File: src/shared/mlb_pkg.sv
// Purpose: Shared types and constants for the modem loopback diagnostics block
// Assumes: One 200 MHz clock, command decoding done upstream
// Notes: Summary of operation follows
//
// Summary of operation
// - Self-test remote loop sends a pattern and checks the echoed pattern.
// - Self-test end reports three decimal error digits, then OK; silent while running.
// - Timer expiry or end command ends a test; hang-up also drops the line.
// - Remote loop forwards host characters to line and echoes back unchanged.
// - Local loop returns line characters to the line, never to the host.
// - Without timer, local loop runs until command or hang-up stops it.
// - After accept, a remote loop request from the remote modem is honoured.
// - After ignore, remote loop requests from the remote modem are disregarded.
// - Duration resets to zero; zero disables automatic timeout.
// - Duration 1 to 255 ends any test after that many seconds.
// - General result codes: OK 0 up to NO ANSWER 8.
// - Call-progress codes depend on the call-progress selection setting.
// - Host speed report shows bare speed, or speed with REL when reliable.
// - Modulation report: REL forms, V.21/103 REL at 300, V.23 HDX non-reliable.
// - Loops refused on Bell 103, V.21, V.23, below 1200 bps, or wrong mode.
package mlb_pkg;
  localparam int CLK_HZ = 200_000_000;
  localparam int TICK_TIME_S = 1;
  localparam int TICK_CYC = TICK_TIME_S * CLK_HZ;
  localparam logic [7:0] DUR_RST = 8'h00;
  localparam logic [7:0] LFSR_SEED = 8'h5A;
  localparam logic [7:0] ASCII_ZERO = 8'h30;
  localparam logic [4:0] SPD_300 = 5'h01;
  localparam logic [4:0] SPD_1200 = 5'h03;
  localparam logic [3:0] RC_OK = 4'h0;
  localparam logic [3:0] RC_CONNECT = 4'h1;
  localparam logic [3:0] RC_RING = 4'h2;
  localparam logic [3:0] RC_NO_CARRIER = 4'h3;
  localparam logic [3:0] RC_ERROR = 4'h4;
  localparam logic [3:0] RC_NO_PROMPT = 4'h5;
  localparam logic [3:0] RC_NO_DIALTONE = 4'h6;
  localparam logic [3:0] RC_BUSY = 4'h7;
  localparam logic [3:0] RC_NO_ANSWER = 4'h8;
  typedef enum logic [2:0] {
    CMD_REMOTE_ST = 3'b000, CMD_REMOTE = 3'b001, CMD_LOCAL = 3'b010, CMD_ACCEPT = 3'b011,
    CMD_IGNORE = 3'b100, CMD_END = 3'b101, CMD_HANGUP = 3'b110, CMD_NONE = 3'b111
  } mlb_cmd_t;
  typedef enum logic [2:0] {
    ST_IDLE = 3'b000, ST_RLOOP = 3'b001, ST_RLOOP_ST = 3'b010, ST_LLOOP = 3'b011,
    ST_ECHO = 3'b100, ST_RPT = 3'b101
  } mlb_state_t;
  typedef enum logic [2:0] {
    MOD_V21 = 3'b000, MOD_B103 = 3'b001, MOD_V23 = 3'b010, MOD_V22 = 3'b011,
    MOD_V32 = 3'b100, MOD_V34 = 3'b101, MOD_OTHER = 3'b110
  } mlb_mod_t;
  typedef enum logic [2:0] {
    TAG_NONE = 3'b000, TAG_SPEED = 3'b001, TAG_V21 = 3'b010, TAG_B103 = 3'b011,
    TAG_V23_HDX = 3'b100
  } mlb_tag_t;
  typedef struct packed {
    logic up;
    logic normal_mode;
    logic reliable;
    mlb_mod_t modul;
    logic [4:0] speed_idx;
  } mlb_link_t;
  typedef struct packed {
    logic [4:0] speed_idx;
    logic rel_sfx;
    mlb_tag_t tag;
  } mlb_conn_t;
endpackage

File: src/core/mlb_diag.sv
// Purpose: Loopback diagnostics controller and result-code reporter
// Assumes: All inputs come from logic on sys_clk
// Notes: Two-entry buffers sit in both character paths
`timescale 1ns/1ps

module mlb_buf2 #(
  parameter int W = 8
) (
  input wire logic sys_clk,
  input wire logic nrst,
  input wire logic in_valid,
  input wire logic [W-1:0] in_data,
  output logic in_ready,
  output logic nxt_room,
  output logic out_valid,
  output logic [W-1:0] out_data,
  input wire logic out_ready
);
  logic [1:0] cnt_ff, nxt_cnt;
  logic [W-1:0] head_ff, nxt_head, tail_ff, nxt_tail;
  logic rdy_ff, vld_ff, nxt_vld;
  logic push, pop;

  always_comb begin
    push = in_valid & rdy_ff;
    pop = (cnt_ff != 2'd0) & out_ready;
    nxt_cnt = cnt_ff + {1'b0, push} - {1'b0, pop};
    nxt_head = pop ? tail_ff : head_ff;
    nxt_tail = tail_ff;
    if (push) begin
      if (cnt_ff == 2'd0 || (cnt_ff == 2'd1 && pop)) begin
        nxt_head = in_data;
      end else begin
        nxt_tail = in_data;
      end
    end
    nxt_room = nxt_cnt != 2'd2;
    nxt_vld = nxt_cnt != 2'h0;
  end

  always_ff @(posedge sys_clk or negedge nrst) begin
    if (!nrst) begin
      cnt_ff <= 2'd0;
      head_ff <= '0;
      tail_ff <= '0;
      rdy_ff <= 1'b1;
      vld_ff <= 1'b0;
    end else begin
      cnt_ff <= nxt_cnt;
      head_ff <= nxt_head;
      tail_ff <= nxt_tail;
      rdy_ff <= nxt_room;
      vld_ff <= nxt_vld;
    end
  end

  assign in_ready = rdy_ff;
  assign out_valid = vld_ff;
  assign out_data = head_ff;
endmodule

module mlb_diag #(
  parameter int TICK_CYCLES = mlb_pkg::TICK_CYC
) (
  input wire logic sys_clk,
  input wire logic nrst,
  input wire logic cmd_valid,
  input wire mlb_pkg::mlb_cmd_t cmd,
  input wire logic dur_wr,
  input wire logic [7:0] dur_wdata,
  output logic [7:0] test_duration_seconds,
  input wire mlb_pkg::mlb_link_t link,
  input wire logic rmt_req_valid,
  input wire logic call_evt_valid,
  input wire logic [3:0] call_evt_code,
  input wire logic [2:0] cp_sel,
  input wire logic conn_evt_valid,
  input wire logic report_mod,
  input wire logic host_tx_valid,
  input wire logic [7:0] host_tx_data,
  output logic host_tx_ready,
  output logic host_rx_valid,
  output logic [7:0] host_rx_data,
  input wire logic host_rx_ready,
  input wire logic line_rx_valid,
  input wire logic [7:0] line_rx_data,
  output logic line_rx_ready,
  output logic line_tx_valid,
  output logic [7:0] line_tx_data,
  input wire logic line_tx_ready,
  output logic res_valid,
  output logic [3:0] res_code,
  output logic conn_valid,
  output mlb_pkg::mlb_conn_t conn_rpt,
  output logic drop_line,
  output logic test_active
);
  import mlb_pkg::*;

  mlb_state_t state_ff, nxt_state;
  logic [7:0] dur_ff, nxt_dur, secs_ff, nxt_secs, gen_ff, nxt_gen, exp_ff, nxt_exp;
  logic [31:0] div_ff, nxt_div;
  logic [11:0] err_ff, nxt_err;
  logic [1:0] dig_ff, nxt_dig;
  logic accept_ff, nxt_accept, host_rdy_ff, nxt_host_rdy, line_rdy_ff, nxt_line_rdy;
  logic res_valid_ff, nxt_res_valid, conn_valid_ff, nxt_conn_valid, drop_ff, nxt_drop;
  logic [3:0] res_code_ff, nxt_res_code;
  mlb_conn_t conn_ff, nxt_conn;
  logic lf_in_valid, lf_in_ready, lf_room, hf_in_valid, hf_in_ready, hf_room;
  logic [7:0] lf_in_data, hf_in_data;
  logic host_take, line_take, running, allowed, tick, do_end, do_enter, active_ff, nxt_active;

  function automatic logic [11:0] bcd_inc(input logic [11:0] v);
    logic [11:0] r;
    r = v;
    if (v != 12'h999) begin
      if (v[3:0] != 4'h9) begin
        r[3:0] = v[3:0] + 4'h1;
      end else if (v[7:4] != 4'h9) begin
        r[7:0] = {v[7:4] + 4'h1, 4'h0};
      end else begin
        r = {v[11:8] + 4'h1, 8'h00};
      end
    end
    return r;
  endfunction

  function automatic logic [7:0] lfsr_step(input logic [7:0] v);
    return {v[6:0], v[7] ^ v[5] ^ v[4] ^ v[3]};
  endfunction

  mlb_buf2 #(.W(8)) u_line_buf (
    .sys_clk(sys_clk), .nrst(nrst), .in_valid(lf_in_valid), .in_data(lf_in_data),
    .in_ready(lf_in_ready), .nxt_room(lf_room), .out_valid(line_tx_valid),
    .out_data(line_tx_data), .out_ready(line_tx_ready)
  );

  mlb_buf2 #(.W(8)) u_host_buf (
    .sys_clk(sys_clk), .nrst(nrst), .in_valid(hf_in_valid), .in_data(hf_in_data),
    .in_ready(hf_in_ready), .nxt_room(hf_room), .out_valid(host_rx_valid),
    .out_data(host_rx_data), .out_ready(host_rx_ready)
  );

  always_comb begin
    running = state_ff inside {ST_RLOOP, ST_RLOOP_ST, ST_LLOOP, ST_ECHO};
    allowed = link.up & link.normal_mode & (link.speed_idx >= SPD_1200) &
              !(link.modul inside {MOD_B103, MOD_V21, MOD_V23});
    tick = div_ff == 32'(TICK_CYCLES - 1);
    host_take = host_tx_valid & host_rdy_ff;
    line_take = line_rx_valid & line_rdy_ff;
    nxt_state = state_ff;
    nxt_dur = dur_wr ? dur_wdata : dur_ff;
    nxt_secs = (running && tick) ? secs_ff + 8'h01 : secs_ff;
    nxt_div = running ? (tick ? 32'd0 : div_ff + 32'd1) : 32'd0;
    nxt_gen = gen_ff;
    nxt_exp = exp_ff;
    nxt_err = err_ff;
    nxt_dig = dig_ff;
    nxt_accept = accept_ff;
    nxt_res_valid = 1'b0;
    nxt_res_code = res_code_ff;
    nxt_conn_valid = 1'b0;
    nxt_conn = conn_ff;
    nxt_drop = 1'b0;
    lf_in_valid = 1'b0;
    lf_in_data = (state_ff inside {ST_LLOOP, ST_ECHO}) ? line_rx_data : host_tx_data;
    hf_in_valid = 1'b0;
    hf_in_data = line_rx_data;
    do_end = 1'b0;
    do_enter = 1'b0;
    case (state_ff)
      ST_IDLE, ST_RLOOP: begin
        lf_in_valid = host_take;
        hf_in_valid = line_take;
      end
      ST_RLOOP_ST: begin
        lf_in_valid = 1'b1;
        lf_in_data = gen_ff;
        nxt_gen = lf_in_ready ? lfsr_step(gen_ff) : gen_ff;
        if (line_take) begin
          nxt_exp = lfsr_step(exp_ff);
          nxt_err = (line_rx_data != exp_ff) ? bcd_inc(err_ff) : err_ff;
        end
      end
      ST_LLOOP, ST_ECHO: lf_in_valid = line_take;
      ST_RPT: begin
        hf_in_valid = 1'b1;
        hf_in_data = ASCII_ZERO | {4'h0, err_ff[4*(2-dig_ff) +: 4]};
        if (hf_in_ready) begin
          nxt_dig = dig_ff + 2'd1;
          if (dig_ff == 2'd2) begin
            nxt_state = ST_IDLE;
            nxt_res_valid = 1'b1;
            nxt_res_code = RC_OK;
          end
        end
      end
      default: nxt_state = ST_IDLE;
    endcase
    if (cmd_valid && state_ff != ST_RPT) begin
      nxt_res_valid = 1'b1;
      nxt_res_code = RC_OK;
      case (cmd)
        CMD_REMOTE_ST, CMD_REMOTE, CMD_LOCAL: begin
          if (state_ff == ST_IDLE && allowed) begin
            do_enter = 1'b1;
            nxt_state = cmd == CMD_REMOTE_ST ? ST_RLOOP_ST :
                        cmd == CMD_REMOTE ? ST_RLOOP : ST_LLOOP;
          end else begin
            nxt_res_code = RC_ERROR;
          end
        end
        CMD_ACCEPT: nxt_accept = 1'b1;
        CMD_IGNORE: nxt_accept = 1'b0;
        CMD_END: do_end = running;
        CMD_HANGUP: begin
          do_end = running;
          nxt_drop = 1'b1;
        end
        default: nxt_res_valid = 1'b0;
      endcase
    end else if (running && dur_ff != DUR_RST && secs_ff == dur_ff) begin
      do_end = 1'b1;
    end else if (state_ff == ST_IDLE && rmt_req_valid && accept_ff && allowed) begin
      do_enter = 1'b1;
      nxt_state = ST_ECHO;
    end else if (call_evt_valid && state_ff != ST_RPT) begin
      nxt_res_valid = 1'b1;
      nxt_res_code = (cp_sel == 3'h0 && call_evt_code inside {[RC_NO_PROMPT:RC_NO_ANSWER]}) ?
                     RC_NO_CARRIER : call_evt_code;
    end
    if (do_end) begin
      nxt_secs = 8'd0;
      nxt_state = state_ff == ST_RLOOP_ST ? ST_RPT : ST_IDLE;
      nxt_dig = 2'h0;
      nxt_res_valid = nxt_res_valid & (state_ff != ST_RLOOP_ST);
    end
    if (do_enter) begin
      nxt_secs = 8'h00;
      nxt_gen = LFSR_SEED;
      nxt_exp = LFSR_SEED;
      nxt_err = 12'h000;
    end
    if (conn_evt_valid) begin
      nxt_conn_valid = 1'b1;
      nxt_conn.speed_idx = link.speed_idx;
      nxt_conn.rel_sfx = link.reliable;
      nxt_conn.tag = TAG_SPEED;
      if (report_mod) begin
        if (link.modul inside {MOD_V21, MOD_B103} && link.speed_idx == SPD_300) begin
          nxt_conn.tag = !link.reliable ? TAG_NONE :
                         link.modul == MOD_V21 ? TAG_V21 : TAG_B103;
        end else if (link.modul == MOD_V23) begin
          nxt_conn.tag = link.reliable ? TAG_NONE : TAG_V23_HDX;
          nxt_conn.rel_sfx = 1'b0;
        end
      end
    end
    nxt_host_rdy = (nxt_state == ST_IDLE || nxt_state == ST_RLOOP) & lf_room;
    nxt_active = nxt_state inside {ST_RLOOP, ST_RLOOP_ST, ST_LLOOP, ST_ECHO};
    case (nxt_state)
      ST_IDLE, ST_RLOOP: nxt_line_rdy = hf_room;
      ST_LLOOP, ST_ECHO: nxt_line_rdy = lf_room;
      ST_RLOOP_ST: nxt_line_rdy = 1'b1;
      default: nxt_line_rdy = 1'b0;
    endcase
  end

  always_ff @(posedge sys_clk or negedge nrst) begin
    if (!nrst) begin
      state_ff <= ST_IDLE;
      dur_ff <= DUR_RST;
      secs_ff <= 8'd0;
      div_ff <= 32'd0;
      gen_ff <= LFSR_SEED;
      exp_ff <= LFSR_SEED;
      err_ff <= 12'h000;
      dig_ff <= 2'd0;
      accept_ff <= 1'b0;
      host_rdy_ff <= 1'b0;
      line_rdy_ff <= 1'b0;
      res_valid_ff <= 1'b0;
      res_code_ff <= RC_OK;
      conn_valid_ff <= 1'b0;
      conn_ff <= '0;
      drop_ff <= 1'b0;
      active_ff <= 1'b0;
    end else begin
      state_ff <= nxt_state;
      dur_ff <= nxt_dur;
      secs_ff <= nxt_secs;
      div_ff <= nxt_div;
      gen_ff <= nxt_gen;
      exp_ff <= nxt_exp;
      err_ff <= nxt_err;
      dig_ff <= nxt_dig;
      accept_ff <= nxt_accept;
      host_rdy_ff <= nxt_host_rdy;
      line_rdy_ff <= nxt_line_rdy;
      res_valid_ff <= nxt_res_valid;
      res_code_ff <= nxt_res_code;
      conn_valid_ff <= nxt_conn_valid;
      conn_ff <= nxt_conn;
      drop_ff <= nxt_drop;
      active_ff <= nxt_active;
    end
  end

  assign test_duration_seconds = dur_ff;
  assign host_tx_ready = host_rdy_ff;
  assign line_rx_ready = line_rdy_ff;
  assign res_valid = res_valid_ff;
  assign res_code = res_code_ff;
  assign conn_valid = conn_valid_ff;
  assign conn_rpt = conn_ff;
  assign drop_line = drop_ff;
  assign test_active = active_ff;
endmodule

File: config.mk
export PLATFORM = sky130hd
export DESIGN_NAME = mlb_diag
export DESIGN_NICKNAME = d
export VERILOG_FILES = /design/src/shared/mlb_pkg.sv /design/src/core/mlb_diag.sv
export SDC_FILE = /design/constraint.sdc
export NUM_CORES = 1
export LEC_CHECK = 0
export BUFFER_PORTS_ARGS = -buffer_cell sky130_fd_sc_hd__buf_4
export CAP_MARGIN = 20
export CORE_ASPECT_RATIO = 1.25
export CORE_MARGIN = 5
export CORE_UTILIZATION = 40
export DETAILED_ROUTE_END_ITERATION = 10
export PLACE_DENSITY = 0.69
export SLEW_MARGIN = 20
export SYNTH_ARGS = -nofsm -noshare
export SYNTH_HDL_FRONTEND = slang
export SYNTH_HIERARCHICAL = 1
export SYNTH_SLANG_ARGS = --single-unit
export TNS_END_PERCENT = 30
File: constraint.sdc
create_clock -name sys_clk -period 3.7 [get_ports sys_clk]
set_input_delay 0.74 -clock sys_clk [delete_from_list [all_inputs] [get_ports sys_clk]]
set_output_delay 0.74 -clock sys_clk [all_outputs]
set_load 0.02 [all_outputs]
### After elaboration in Yosys (flattened, before gate mapping)

Index checks and enable logic that the tools add are counted.
W data, S select, Z words.

* add/sub/neg operators: 11
* $lt $le $gt $ge: 3
* equal/unequal tests: 33
* shifts and indexed selects: 1
* mux-type cells: 85
* bitwise operators: 19
* reduce and logical (&&, ||, !) cells: 61

Operator list (number)
* $mux W8: 20
* $mux W32: 2
* $mux W12: 5
* $mux W4: 12
* $mux W3: 13
* $shiftx A12 B33 Y4: 1
* $add A32 B1 Y32 const B: 1
* $eq A32 B28 Y1 const B: 1
* $reduce_bool A2 Y1: 14
* $mux W1: 22
* $eq A3 B2 Y1 const B: 7
* $eq A3 B3 Y1 const B: 6
* $logic_not A3 Y1: 5
* $logic_and A1 B1 Y1: 14
* $add A4 B1 Y4 const B: 3
* $eq A3 B1 Y1 const B: 4
* $mux W2: 6
* $ne A12 B12 Y1 const B: 1
* $reduce_and A2 Y1: 6
* $and A1 B1 Y1: 11
* $reduce_or A2 Y1: 5
* $add A8 B1 Y8 const B: 1
* $eq A8 B8 Y1: 1
* $ne A2 B2 Y1 const B: 4
* other kinds (31): 48

* register bits: 141
* output and inout bits: 45
* logic and storage cells: 244

### Logic depth before layout (Yosys ltp)

Gate-level depths: netlist of the first run.

* depth in word-level cells: 12
* depth in mapped cells: 13

### Modules after synthesis

The synthesis of the first run kept the hierarchy.

Modules (own cells, without submodules)
* mlb_diag: instances 1, cells each 613, area an instance 5788.1 um^2
* mlb_buf2: instances 2, cells each 60, area an instance 938.4 um^2

### Least setup slack after synthesis of the first run

Ideal clock, no wire load.

* path type: reg-to-reg
* from: reg state_ff[0]
* to: reg line_rdy_ff, in the netlist line_rx_ready
* setup time: 0.088 ns
* arrival time: 2.518 ns
* data required time: 3.612 ns
* setup slack: 1.094 ns
* stages on the path, launching flop included: 11
* clock period less this slack: 2.606 ns
* path through: dfrtp_1 -> buf_6 -> clkbuf_1 -> clkbuf_1 -> a311o_1 -> o31ai_1 -> a21boi_0 -> mux2i_1 -> mux2i_1 -> a32oi_1 -> nor3b_1

* elaborated cells between the ends (all ways): 49
* those cells by class: add/sub (4); eq/ne (12); mux (16); bitwise (2); reduce/logical (15)

RTL lines
* from (decl): line mlb_diag.sv:100 `mlb_state_t state_ff, nxt_state;`
* from (signal assigned): line mlb_diag.sv:289 `state_ff <= nxt_state;`
* $eq A3 B2 Y1, or another cell as far along: line mlb_diag.sv:171 `case (state_ff)`
* $reduce_or A2 Y1 (on tied branches)
* $pmux W1 S3 *: line mlb_diag.sv:171
* named net lf_in_valid: line mlb_diag.sv:109 `logic lf_in_valid, lf_in_ready, lf_room, hf_in_valid, hf_in_ready, hf_room;`
* $and A1 B1 Y1 *: line mlb_diag.sv:25 `push = in_valid & rdy_ff;`
* $add A2 B1 Y2 *: line mlb_diag.sv:27 `nxt_cnt = cnt_ff + {1'b0, push} - {1'b0, pop};`
* $sub A2 B1 Y2 *: line mlb_diag.sv:27
* $ne A2 B2 Y1 *: line mlb_diag.sv:37 `nxt_room = nxt_cnt != 2'd2;`
* named net lf_room: line mlb_diag.sv:109
* $pmux W1 S3 *: line mlb_diag.sv:261 `case (nxt_state)`
* named net nxt_line_rdy: line mlb_diag.sv:105 `logic accept_ff, nxt_accept, host_rdy_ff, nxt_host_rdy, line_rdy_ff, nxt_line_rdy;`
* to (signal assigned): line mlb_diag.sv:299 `line_rdy_ff <= nxt_line_rdy;`
* to (decl): line mlb_diag.sv:105

The timed path passes the listed nets; every way through them passes the cells marked *.
A chain may end at the register's enable or synchronous reset.

### Worst setup path after layout of the first run

* from: reg state_ff[2]
* to: reg line_rdy_ff, in the netlist line_rx_ready

The elaborated chain is that of the path after synthesis.

==> flow_summary.ini, run 1 <==
[run_status]
outcome = complete, no violations

[route]
ant_nets = 0
detail_route.wl_per_cell_um = 17.1
totalWireLength_um = 18500
dr.pass1.iters = 5
dr.first_iter.drc_count = 242
drc = 0
via_per_inst = 5.41
detailroute.via_count = 5835

[cells_and_area]
synthToLayoutAreaGrowth_pct = 21.0
fill_cells = 1699
final_net_count = 903
stdcell_count = 1079
drive_gt1_share_pct = 27.9
multi_input_comb_area_um2 = 3950
num_antenna_cells = 0
final_area_um2 = 9270
ff_latch_area_um2 = 3540

[timing]
hold_slack_ns = 0.311
finalWorstSetupSlack_ns = 0.859
final_number_of_hold_violating_endpoints = 0
tightestPinTransition_ns = 0.858
clock.fmax_mhz = 352
fin_worst_skew_ns = 0.0115
timing.final.max_slew_violations = 0
timing.final.crit_period_ns = 2.84
rsz_0062_raised_after_global_routing = no
setup_total_negative_slack_ns = 0
setup_viol = 0
finalCritPeriodShare_pct = 76.8
slew_headroom_pct = 42.8

[yosys]
synthCells = 733
synthesis.yosys.warnings = 6
ys_seq_elements = 141
postSynthAreaPerCell_um2 = 10.5
part_of_the_yosys_area_used_for_sequential_elements_pct = 46.2
synthArstFlopShare_pct = 100
synth_top_area_share_pct = 42.8
synthFlopType = sky130_fd_sc_hd__dfrtp_1
synth.cell_area_um2 = 7660
synth_cell_types = 68
dominant_cell_by_count_in_the_synthesized_netlist = sky130_fd_sc_hd__dfrtp_1
synth_area_leader_cell = sky130_fd_sc_hd__dfrtp_1
synth-edff-count = 0
netlist_top_cells_area = sky130_fd_sc_hd__dfrtp_1 (43%), sky130_fd_sc_hd__mux2_2 (7.9%), sky130_fd_sc_hd__xor2_1 (4.0%)
synth.top_cells.by_count = sky130_fd_sc_hd__dfrtp_1 (131), sky130_fd_sc_hd__nand2_1 (77), sky130_fd_sc_hd__nor2_1 (71)
synth.net_count = 802

[power_and_ir_drop]
cellPowerDensity_nw_per_um2 = 653
worst_vdd_drop_uv = 346
static-leakage-power_nw = 4.10

[run]
maxCapViolations = 0

[placed_design]
place_worst_setup_slack_ns = 0.803
gp_congestion = 0.916
placed_cells = 1047
place.port_buffers = 101
detailed_place.area_um2 = 8640
hpwl_um = 13600

[die]
die_w_um = 134
io_pins = 102
floorplan.die.height_um = 165
start_util_pct = 40.7
core_um2 = 18800
die_footprint_um2 = 22000
rows = 56

[cts]
cts_inserted_buffers = 17
htree_num_levels = 4
postCtsResizedCells = 0
worstSkewPairLatency_ns = 0.42
postCtsHoldBufs = 0
cts_tree = yes
clk_transition_reported_paths_ns = 0.06
root_buffer = sky130_fd_sc_hd__clkbuf_16
clkSinkCount = 141
postCtsSetupRepairBufs = 0
cts-root-to-sink-buffers = 2

[grt]
maximum_number_of_pins_on_one_net_before_global_route_repair = 65
gr-total-overflow = 0
global_route_wire_length_before_repair_um = 30200
grt.total_usage_pct = 17.2
antenna_found_initial = 0
first_global_vias = 5917

[setup_path]
critical_path.max_stage_delay_ns = 0.85
slowest_stage = sky130_fd_sc_hd__dfrtp_1
critical_path_arrival_ns = 3.16
crit_path_start = state_ff[2]
criticalPathCategory = register to register
crit_fanout = 22
reg2reg_setup_slack_ns = 0.86
cell_by_cell_trace_of_the_critical_path = nand2b_1, o31ai_1, and2_4, xnor2_1, ha_1, nor2b_1, mux2i_1, a32oi_1, nor3b_1
cp-end-kind = register
start_kind = register
cpLargestDelayFamily = flip-flops
worstPathBufferInverterCount = 0
reg2reg_from = state_ff[2]
required_ns = 4.02

[worst_hold_path]
min-delay-path-class = primary input to async pin
==> cell usage in the layout (no fill, tap or decap), types with 5 or more instances in the layout <==
cell type | netlist | routed
sky130_fd_sc_hd__a21oi_1 | 28 | 28
sky130_fd_sc_hd__dfrtp_1 | 131 | 131
sky130_fd_sc_hd__nand2b_1 | 7 | 7
sky130_fd_sc_hd__nand3_1 | 23 | 23
sky130_fd_sc_hd__or4_1 | 5 | 5
sky130_fd_sc_hd__and3_1 | 5 | 5
sky130_fd_sc_hd__clkbuf_16 | 0 | 17
sky130_fd_sc_hd__inv_1 | 13 | 13
sky130_fd_sc_hd__ha_1 | 12 | 12
sky130_fd_sc_hd__and4_1 | 5 | 5
sky130_fd_sc_hd__nand3b_1 | 6 | 6
sky130_fd_sc_hd__o21ai_0 | 24 | 24
sky130_fd_sc_hd__a32oi_1 | 9 | 9
sky130_fd_sc_hd__clkinv_4 | 0 | 5
sky130_fd_sc_hd__a211oi_1 | 5 | 5
sky130_fd_sc_hd__a22oi_1 | 8 | 8
sky130_fd_sc_hd__nor2_1 | 71 | 71
sky130_fd_sc_hd__xnor2_1 | 33 | 33
sky130_fd_sc_hd__and2_1 | 8 | 8
sky130_fd_sc_hd__nand4_1 | 16 | 16
sky130_fd_sc_hd__xor2_1 | 35 | 35
sky130_fd_sc_hd__mux2_4 | 16 | 16
sky130_fd_sc_hd__mux2_2 | 54 | 54
sky130_fd_sc_hd__nand2_1 | 77 | 77
sky130_fd_sc_hd__or3_1 | 7 | 7
sky130_fd_sc_hd__nor4_1 | 7 | 7
sky130_fd_sc_hd__nor2b_1 | 9 | 9
sky130_fd_sc_hd__buf_4 | 0 | 104
sky130_fd_sc_hd__dfstp_2 | 10 | 10
sky130_fd_sc_hd__nor3_1 | 9 | 9
sky130_fd_sc_hd__mux2i_1 | 13 | 13
==> final timing paths <==
path                                             to  cells past startpoint
max                                   line_rx_ready                      9
min                        test_duration_seconds[0]                      1
max reg2reg                           line_rx_ready                      9
min reg2reg                               div_ff[0]                      1
max in group asynchronous                 gen_ff[1]                      2
min in group sys_clk                      div_ff[0]                      1
==> worst register-to-register path, cell delays in order, from the launching register on <==
cell	delay, ns
sky130_fd_sc_hd__dfrtp_1	0.85
sky130_fd_sc_hd__nand2b_1	0.20
sky130_fd_sc_hd__o31ai_1	0.30
sky130_fd_sc_hd__and2_4	0.22
sky130_fd_sc_hd__xnor2_1	0.06
sky130_fd_sc_hd__ha_1	0.25
sky130_fd_sc_hd__nor2b_1	0.16
sky130_fd_sc_hd__mux2i_1	0.31
sky130_fd_sc_hd__a32oi_1	0.15
sky130_fd_sc_hd__nor3b_1	0.24
==> state kept, by name, indices dropped and copies added (netlist names), 2 cells and up <==
signal and cells:
conn_rpt 9, dig_ff 2, div_ff 32, err_ff 12
exp_ff 8, gen_ff 8, res_code 4, secs_ff 8
state_ff 3, test_duration_seconds 8, u_host_buf/cnt_ff 2, u_host_buf/out_data 8
u_host_buf/tail_ff 8, u_line_buf/cnt_ff 2, u_line_buf/out_data 8, u_line_buf/tail_ff 8
==> routing by layer <==
| metal | wire length [µm] | track usage [%] | part of all wire, % |
|---|---|---|---|
| met5 | 0 | 0 | 0 |
| met4 | 427 | 6.22 | 2.3 |
| met3 | 608 | 3.47 | 3.3 |
| met2 | 9710 | 30.2 | 52 |
| met1 | 7760 | 21.1 | 42 |
==> where the power goes <==
| part | switching, mW | leakage, nW | total [mW] | internal [mW] |
|---|---|---|---|---|
| combinational | 0.933 | 2.04 | 1.94 | 1.01 |
| sequential | 0.327 | 1.76 | 2.29 | 1.96 |
| clock | 0.672 | 0.299 | 1.82 | 1.15 |
| total | 1.93 | 4.10 | 6.05 | 4.12 |
==> logic make-up (layout without fill, tap and decap cells) <==
group,after synthesis,in the layout,synth area share [%]
buffers and inverters,37,151,2.32
multiplexers,83,83,12.8
AND/OR/NAND/NOR,282,282,19.4
XOR/XNOR,68,68,7.77
adder cells (fa/ha/maj),12,12,1.96
flip-flops,141,141,46.2
AO/OA/AOI/OAI,110,110,9.58
==> layout make-up <==
| class | instances | share of cell area, % |
|---|---|---|
| inverter | 13 | 0.526 |
| timing repair buffer | 106 | 8.76 |
| tap | 232 | 3.13 |
| sequential | 141 | 38.2 |
| clock inverter | 13 | 2.06 |
| multi-input combinational | 555 | 42.6 |
| clock buffer | 19 | 4.78 |
==> metrics by stage <==
step / power, mW / utilization (%)
after CTS: 6.11 / 49.2
after floorplan: 3.64 / -
final: 6.05 / 49.2
after detailed placement: 4.27 / 45.8
after global placement: 4.21 / 45.8
after global routing: 6.37 / 49.2
No activity file was read; power rests on OpenSTA's default activity.
==> inputs of run 2 (changes only) <==
--- a/config.mk
+++ b/config.mk
@@ -5,13 +5,14 @@
 export SDC_FILE = /design/constraint.sdc
 export NUM_CORES = 1
 export LEC_CHECK = 0
+export ABC_AREA = 1
 export BUFFER_PORTS_ARGS = -buffer_cell sky130_fd_sc_hd__buf_4
 export CAP_MARGIN = 20
 export CORE_ASPECT_RATIO = 1.25
 export CORE_MARGIN = 5
 export CORE_UTILIZATION = 40
 export DETAILED_ROUTE_END_ITERATION = 10
-export PLACE_DENSITY = 0.69
+export PLACE_DENSITY = 0.71
 export SLEW_MARGIN = 20
 export SYNTH_ARGS = -nofsm -noshare
 export SYNTH_HDL_FRONTEND = slang
==> constraint.sdc (replaced) <==
create_clock -name sys_clk -period 2.5 [get_ports sys_clk]
set_input_delay 0.5 -clock sys_clk [delete_from_list [all_inputs] [get_ports sys_clk]]
set_output_delay 0.5 -clock sys_clk [all_outputs]
set_load 0.02 [all_outputs]
==> run 2 against run 1 <==
Largest power group is now combinational logic. Largest cell class unchanged. Non-clock buffer count up 10. Fmax up 27%. Clock power up 54%.
==> flow_summary.ini, run 2 <==
[yosys]
synthCells = 1056
synthesis.yosys.warnings = 6
part_of_the_yosys_area_used_for_sequential_elements_pct = 43.3
synth_cell_types = 48
synth_area_leader_cell = sky130_fd_sc_hd__dfrtp_1
dominant_cell_by_count_in_the_synthesized_netlist = sky130_fd_sc_hd__nand2_1
synth.cell_area_um2 = 8170
synth.net_count = 1125
synth.top_cells.by_count = sky130_fd_sc_hd__nand2_1 (265), sky130_fd_sc_hd__inv_1 (137), sky130_fd_sc_hd__dfrtp_1 (131)
synth-edff-count = 0
synthFlopType = sky130_fd_sc_hd__dfrtp_1
synthArstFlopShare_pct = 100
synth_top_area_share_pct = 40.1
postSynthAreaPerCell_um2 = 7.74
ys_seq_elements = 141
netlist_top_cells_area = sky130_fd_sc_hd__dfrtp_1 (40%), sky130_fd_sc_hd__nand2_1 (12%), sky130_fd_sc_hd__inv_1 (6.3%)

[setup_path]
worstPathBufferInverterCount = 1
cpLargestDelayFamily = simple AND/OR/NAND/NOR gates
cp-end-kind = register
crit_fanout = 6
start_kind = register
reg2reg_setup_slack_ns = 0.26
cell_by_cell_trace_of_the_critical_path = nor2_1, nand2_1, o21ai_0, nand2_2, nand3_4, nand2_1, ha_1, inv_1, nand2_1, nand2_1, nand3_1, nand2_2, nand2_1, nor2_1, nand2_1, nand2_1, nor2_1
critical_path.max_stage_delay_ns = 0.43
critical_path.most_common_cell = sky130_fd_sc_hd__nand2_1
slowest_stage = sky130_fd_sc_hd__dfrtp_1
criticalPathCategory = register to register
critical_path_arrival_ns = 2.55
required_ns = 2.81

[cells_and_area]
ff_latch_area_um2 = 3540
drive_gt1_share_pct = 21.5
stdcell_count = 1455
synthToLayoutAreaGrowth_pct = 21.4
final_net_count = 1241
largest_register = div_ff
largest_reg_flops = 32
fill_cells = 1909
multi_input_comb_area_um2 = 3880
mostFrequentLayoutCell = sky130_fd_sc_hd__nand2_1
layout.core_utilization_pct = 49.4
num_antenna_cells = 0
final_cell_mix = sky130_fd_sc_hd__nand2_1 (265), sky130_fd_sc_hd__inv_1 (137), sky130_fd_sc_hd__dfrtp_1 (131)

[route]
detail_route.wl_per_cell_um = 14.0
detailroute.via_count = 7243
totalWireLength_um = 20300
dr.first_iter.drc_count = 347
drc = 0
via_per_inst = 4.98
dr.pass1.iters = 5
ant_nets = 0

[cts]
clkSinkCount = 141
postCtsResizedCells = 0
postCtsSetupRepairBufs = 0
cts-root-to-sink-buffers = 2
clk_transition_reported_paths_ns = 0.06
worstSkewPairLatency_ns = 0.43
cts_tree = yes
postCtsHoldBufs = 0
root_buffer = sky130_fd_sc_hd__clkbuf_16
htree_num_levels = 4
cts_inserted_buffers = 17

[timing]
clock.fmax_mhz = 446
rsz_0062_raised_after_global_routing = no
tightestPinTransition_ns = 0.582
setup_total_negative_slack_ns = 0
hold_slack_ns = 0.0261
slew_headroom_pct = 61.1
timing.final.max_slew_violations = 0
setup_viol = 0
finalCritPeriodShare_pct = 89.6
timing.final.crit_period_ns = 2.24
fin_worst_skew_ns = 0.0130
final_number_of_hold_violating_endpoints = 0

[power_and_ir_drop]
p_clk_share_pct = 27.9
p_comb_share_pct = 37.9
cellPowerDensity_nw_per_um2 = 1010
netSwitchingPower_mw = 3.85
report.power.total_mw = 10.0
static-leakage-power_nw = 4.87
switching_share_pct = 38.4
worst_vdd_drop_uv = 593
p_int_mw = 6.17
p_seq_share_pct = 34.2

[placed_design]
placed_cells = 1423
hpwl_um = 15900
place.port_buffers = 101
gp_congestion = 0.931

[die]
floorplan.die.height_um = 170
die_footprint_um2 = 23400
die_w_um = 138
io_pins = 102
rows = 58
core_um2 = 20100
start_util_pct = 40.7

[grt]
gr-total-overflow = 0
first_global_vias = 7204
grt.total_usage_pct = 18.2
global_route_wire_length_before_repair_um = 34300
maximum_number_of_pins_on_one_net_before_global_route_repair = 54
antenna_found_initial = 0

[run]
maxCapViolations = 0

[run_status]
outcome = complete, no violations

[worst_hold_path]
min-delay-path-class = primary input to async pin
## run 2: cell families (layout without fill, tap and decap cells)
kind of cell | Yosys count | count (layout) | share of synthesized area (%)
AO/OA/AOI/OAI | 117 | 117 | 8.51
flip-flops | 141 | 141 | 43.3
AND/OR/NAND/NOR | 576 | 576 | 33.6
adder cells (fa/ha/maj) | 12 | 12 | 1.84
XOR/XNOR | 33 | 33 | 3.54
buffers and inverters | 177 | 306 | 9.15
## run 2: stage by stage
step	setup slack (ns)	instance area [µm²]
after floorplan	0.0923	8180
after global placement	0.256	9270
after detailed placement	0.221	9270
after CTS	0.250	9920
after global routing	0.0483	9920
final	0.260	9920
## run 2: cell type report
type	instances	area share, %
Sequential cell	141	35.7
Inverter	158	6.08
Tap cell	270	3.40
Multi-Input combinational cell	738	39.2
Clock inverter	11	1.78
Clock buffer	21	4.84
Timing Repair Buffer	116	9.07
## run 2: final timing paths
kind	start	end	cells past startpoint
worst max register to register	state_ff[1]	line_rx_ready	17
max in group asynchronous	nrst	gen_ff[1]	2
min in group sys_clk	conn_evt_valid	conn_valid	1
worst max-delay path	state_ff[1]	line_rx_ready	17
worst min register to register	div_ff[0]	div_ff[0]	1
worst min-delay path	nrst	u_host_buf/tail_ff[6]	1
## run 2: worst reg2reg max path, stage by stage, from the launching register on
cell and delay, ns:
sky130_fd_sc_hd__dfrtp_1 0.43, sky130_fd_sc_hd__nor2_1 0.16, sky130_fd_sc_hd__nand2_1 0.18, sky130_fd_sc_hd__o21ai_0 0.16
sky130_fd_sc_hd__nand2_2 0.13, sky130_fd_sc_hd__nand3_4 0.11, sky130_fd_sc_hd__nand2_1 0.06, sky130_fd_sc_hd__ha_1 0.19
sky130_fd_sc_hd__inv_1 0.06, sky130_fd_sc_hd__nand2_1 0.06, sky130_fd_sc_hd__nand2_1 0.07, sky130_fd_sc_hd__nand3_1 0.11
sky130_fd_sc_hd__nand2_2 0.08, sky130_fd_sc_hd__nand2_1 0.06, sky130_fd_sc_hd__nor2_1 0.10, sky130_fd_sc_hd__nand2_1 0.06
sky130_fd_sc_hd__nand2_1 0.07, sky130_fd_sc_hd__nor2_1 0.04
## run 2: power by group through the flow
| stage | Combinational [mW] | Clock [mW] | Sequential [mW] |
|---|---|---|---|
| floorplan | 2.57 | 0 | 3.61 |
| global placement | 3.72 | 0 | 3.44 |
| detailed placement | 3.81 | 0 | 3.46 |
| CTS | 3.84 | 2.85 | 3.43 |
| global route | 4.30 | 2.96 | 3.51 |
| finish | 3.79 | 2.80 | 3.43 |
## run 2: routing by layer
layer  up-vias  global-route usage (%)  share of wire [%]
met5         -                       0                  0
met1      3373                    22.6                 42
met2       215                    32.3                 51
met4         0                    5.16                1.5
li1       3628                       -                  -
met3        27                    3.34                5.5
==> inputs of run 3 (changes only) <==
--- a/config.mk
+++ b/config.mk
@@ -12,7 +12,7 @@
 export CORE_MARGIN = 5
 export CORE_UTILIZATION = 40
 export DETAILED_ROUTE_END_ITERATION = 10
-export PLACE_DENSITY = 0.71
+export SETUP_SLACK_MARGIN = 0.4
 export SLEW_MARGIN = 20
 export SYNTH_ARGS = -nofsm -noshare
 export SYNTH_HDL_FRONTEND = slang
==> run 3 against run 2 <==
Core utilization up 2.3 points. Die area is the same. First-iteration DRC count up 1.4%. Final cell count up 2.8%. Combinational power grew 12%. Global-route usage grew 0.24 points. Count of clock-buffer cells in the layout down 4. Critical endpoint unchanged. Largest power group unchanged.
==> flow_summary.ini, run 3 (same netlist as run 2, synthesis figures left out) <==
[run_status]
outcome = complete, no violations

[timing]
fin_worst_skew_ns = 0.00756
final_number_of_hold_violating_endpoints = 0
timing.final.crit_period_ns = 2.06
setup_viol = 0
slew_headroom_pct = 64.9
tightestPinTransition_ns = 0.522
setup_total_negative_slack_ns = 0
rsz_0062_raised_after_global_routing = yes
clock.fmax_mhz = 486
timing.final.max_slew_violations = 0
finalCritPeriodShare_pct = 82.3

[setup_path]
crit_fanout = 5
cp-end-kind = register
required_ns = 2.81
reg2reg_setup_slack_ns = 0.44
critical_path_arrival_ns = 2.37
r2r_cells = 19
criticalPathCategory = register to register
r2r-end = line_rx_ready
start_kind = register
reg2reg_from = state_ff[1]

[power_and_ir_drop]
p_seq_share_pct = 33.8
report.power.total_mw = 10.2
netSwitchingPower_mw = 4.06
p_clk_share_pct = 24.8
p_comb_share_pct = 41.5
worst_vdd_drop_uv = 489
p_int_mw = 6.14
static-leakage-power_nw = 5.05
cellPowerDensity_nw_per_um2 = 983
switching_share_pct = 39.8

[die]
rows = 58
io_pins = 102
core_um2 = 20100
floorplan.die.height_um = 170
die_footprint_um2 = 23400
start_util_pct = 40.7
die_w_um = 138

[placed_design]
placed_cells = 1426
hpwl_um = 15700
detailed_place.area_um2 = 9310
gp_congestion = 0.900
place.port_buffers = 101

[cts]
cts_tree = yes
worstSkewPairLatency_ns = 0.42
clkSinkCount = 141
root_buffer = sky130_fd_sc_hd__clkbuf_16
cts_inserted_buffers = 17
clk_transition_reported_paths_ns = 0.06
cts-root-to-sink-buffers = 2
htree_num_levels = 4

[cells_and_area]
num_antenna_cells = 0
mostFrequentLayoutCell = sky130_fd_sc_hd__nand2_1
largest_register = div_ff
final_cell_mix = sky130_fd_sc_hd__nand2_1 (251), sky130_fd_sc_hd__buf_4 (153), sky130_fd_sc_hd__inv_1 (132)
stdcell_count = 1496
synthToLayoutAreaGrowth_pct = 27.0
drive_gt1_share_pct = 27.2
largest_reg_flops = 32
final_area_um2 = 10400
layout.core_utilization_pct = 51.6
final_net_count = 1282

[grt]
maximum_number_of_pins_on_one_net_before_global_route_repair = 51
gr-total-overflow = 0
grt.total_usage_pct = 18.5
antenna_found_initial = 0
first_global_vias = 7183
global_route_wire_length_before_repair_um = 34800

[route]
ant_nets = 0
via_per_inst = 4.85
drc = 0
dr.first_iter.drc_count = 352
detail_route.wl_per_cell_um = 14.1
totalWireLength_um = 21000
dr.pass1.iters = 5
detailroute.via_count = 7254

[worst_hold_path]
min-delay-path-class = primary input to async pin

[run]
maxCapViolations = 0
[run 3: through the flow]
step | setup WS, ns | hold WS [ns]
2_1_floorplan | 0.260 | 0.204
3_3_place_gp | 0.242 | 0.447
3_5_place_dp | 0.182 | 0.457
4_1_cts | 0.394 | 0.0232
5_1_grt | 0.305 | 0.0365
6_report | 0.442 | 0.000771
[run 3: what timing repair did]
action / 4_1_cts / 5_1_grt
pin swaps: 4 / 24
endpoints found under the setup margin: 37 / 49
gates cloned: 1 / 0
resized for setup: 11 / 40
hold buffers: 0 / 0
buffers inserted: 9 / 28
[run 3: critical path, cell delays in order, from the launching register on]
cell and delay (ns):
sky130_fd_sc_hd__dfrtp_2 0.47, sky130_fd_sc_hd__inv_4 0.10, sky130_fd_sc_hd__nand3_2 0.07, sky130_fd_sc_hd__nand2_2 0.10, sky130_fd_sc_hd__inv_4 0.04, sky130_fd_sc_hd__o221ai_2 0.15, sky130_fd_sc_hd__nand2_2 0.13, sky130_fd_sc_hd__inv_4 0.08
sky130_fd_sc_hd__nand2_2 0.06, sky130_fd_sc_hd__nand2_4 0.07, sky130_fd_sc_hd__ha_4 0.13, sky130_fd_sc_hd__inv_2 0.03, sky130_fd_sc_hd__nand2_2 0.05, sky130_fd_sc_hd__nand2_2 0.06, sky130_fd_sc_hd__inv_2 0.05, sky130_fd_sc_hd__nand2_2 0.05
sky130_fd_sc_hd__nand2_2 0.09, sky130_fd_sc_hd__nand2_4 0.06, sky130_fd_sc_hd__a21oi_2 0.09, sky130_fd_sc_hd__nor2_1 0.05
[run 3: layout make-up]
class / count / area, µm²
Fill cell: 1970 / 9720
Multi-Input combinational cell: 739 / 4090
Sequential cell: 141 / 3540
Clock inverter: 15 / 165
Clock buffer: 17 / 425
Timing Repair Buffer: 156 / 1200
Inverter: 158 / 621
Tap cell: 270 / 338
[run 3: worst max path at each step]
stage               cells past startpoint       endpoint          start  slack, ns
floorplan                              20  line_rx_ready    state_ff[2]       0.26
global placement                       17  line_rx_ready  line_rx_valid       0.24
global route                           19  line_rx_ready    state_ff[1]       0.30
finish                                 19  line_rx_ready    state_ff[1]       0.44
detailed placement                     17  line_rx_ready    state_ff[1]       0.18
CTS                                    16  line_rx_ready    state_ff[1]       0.39
[run 3: per-layer routing]
layer	vias to the layer above	GRT usage [%]	share of wire, %
met5	-	0	0
met4	0	6.27	1.8
met3	28	3.55	4.1
met2	154	32.6	52
met1	3359	22.4	42
li1	3713	-	-
[run 3: power by group through the flow]
stage	Sequential (mW)	Combinational (mW)	Clock [mW]
2_1_floorplan	3.61	2.61	0
5_1_grt	3.51	4.75	2.69
3_3_place_gp	3.44	3.80	0
4_1_cts	3.42	3.96	2.59
3_5_place_dp	3.46	3.85	0
6_report	3.45	4.23	2.53
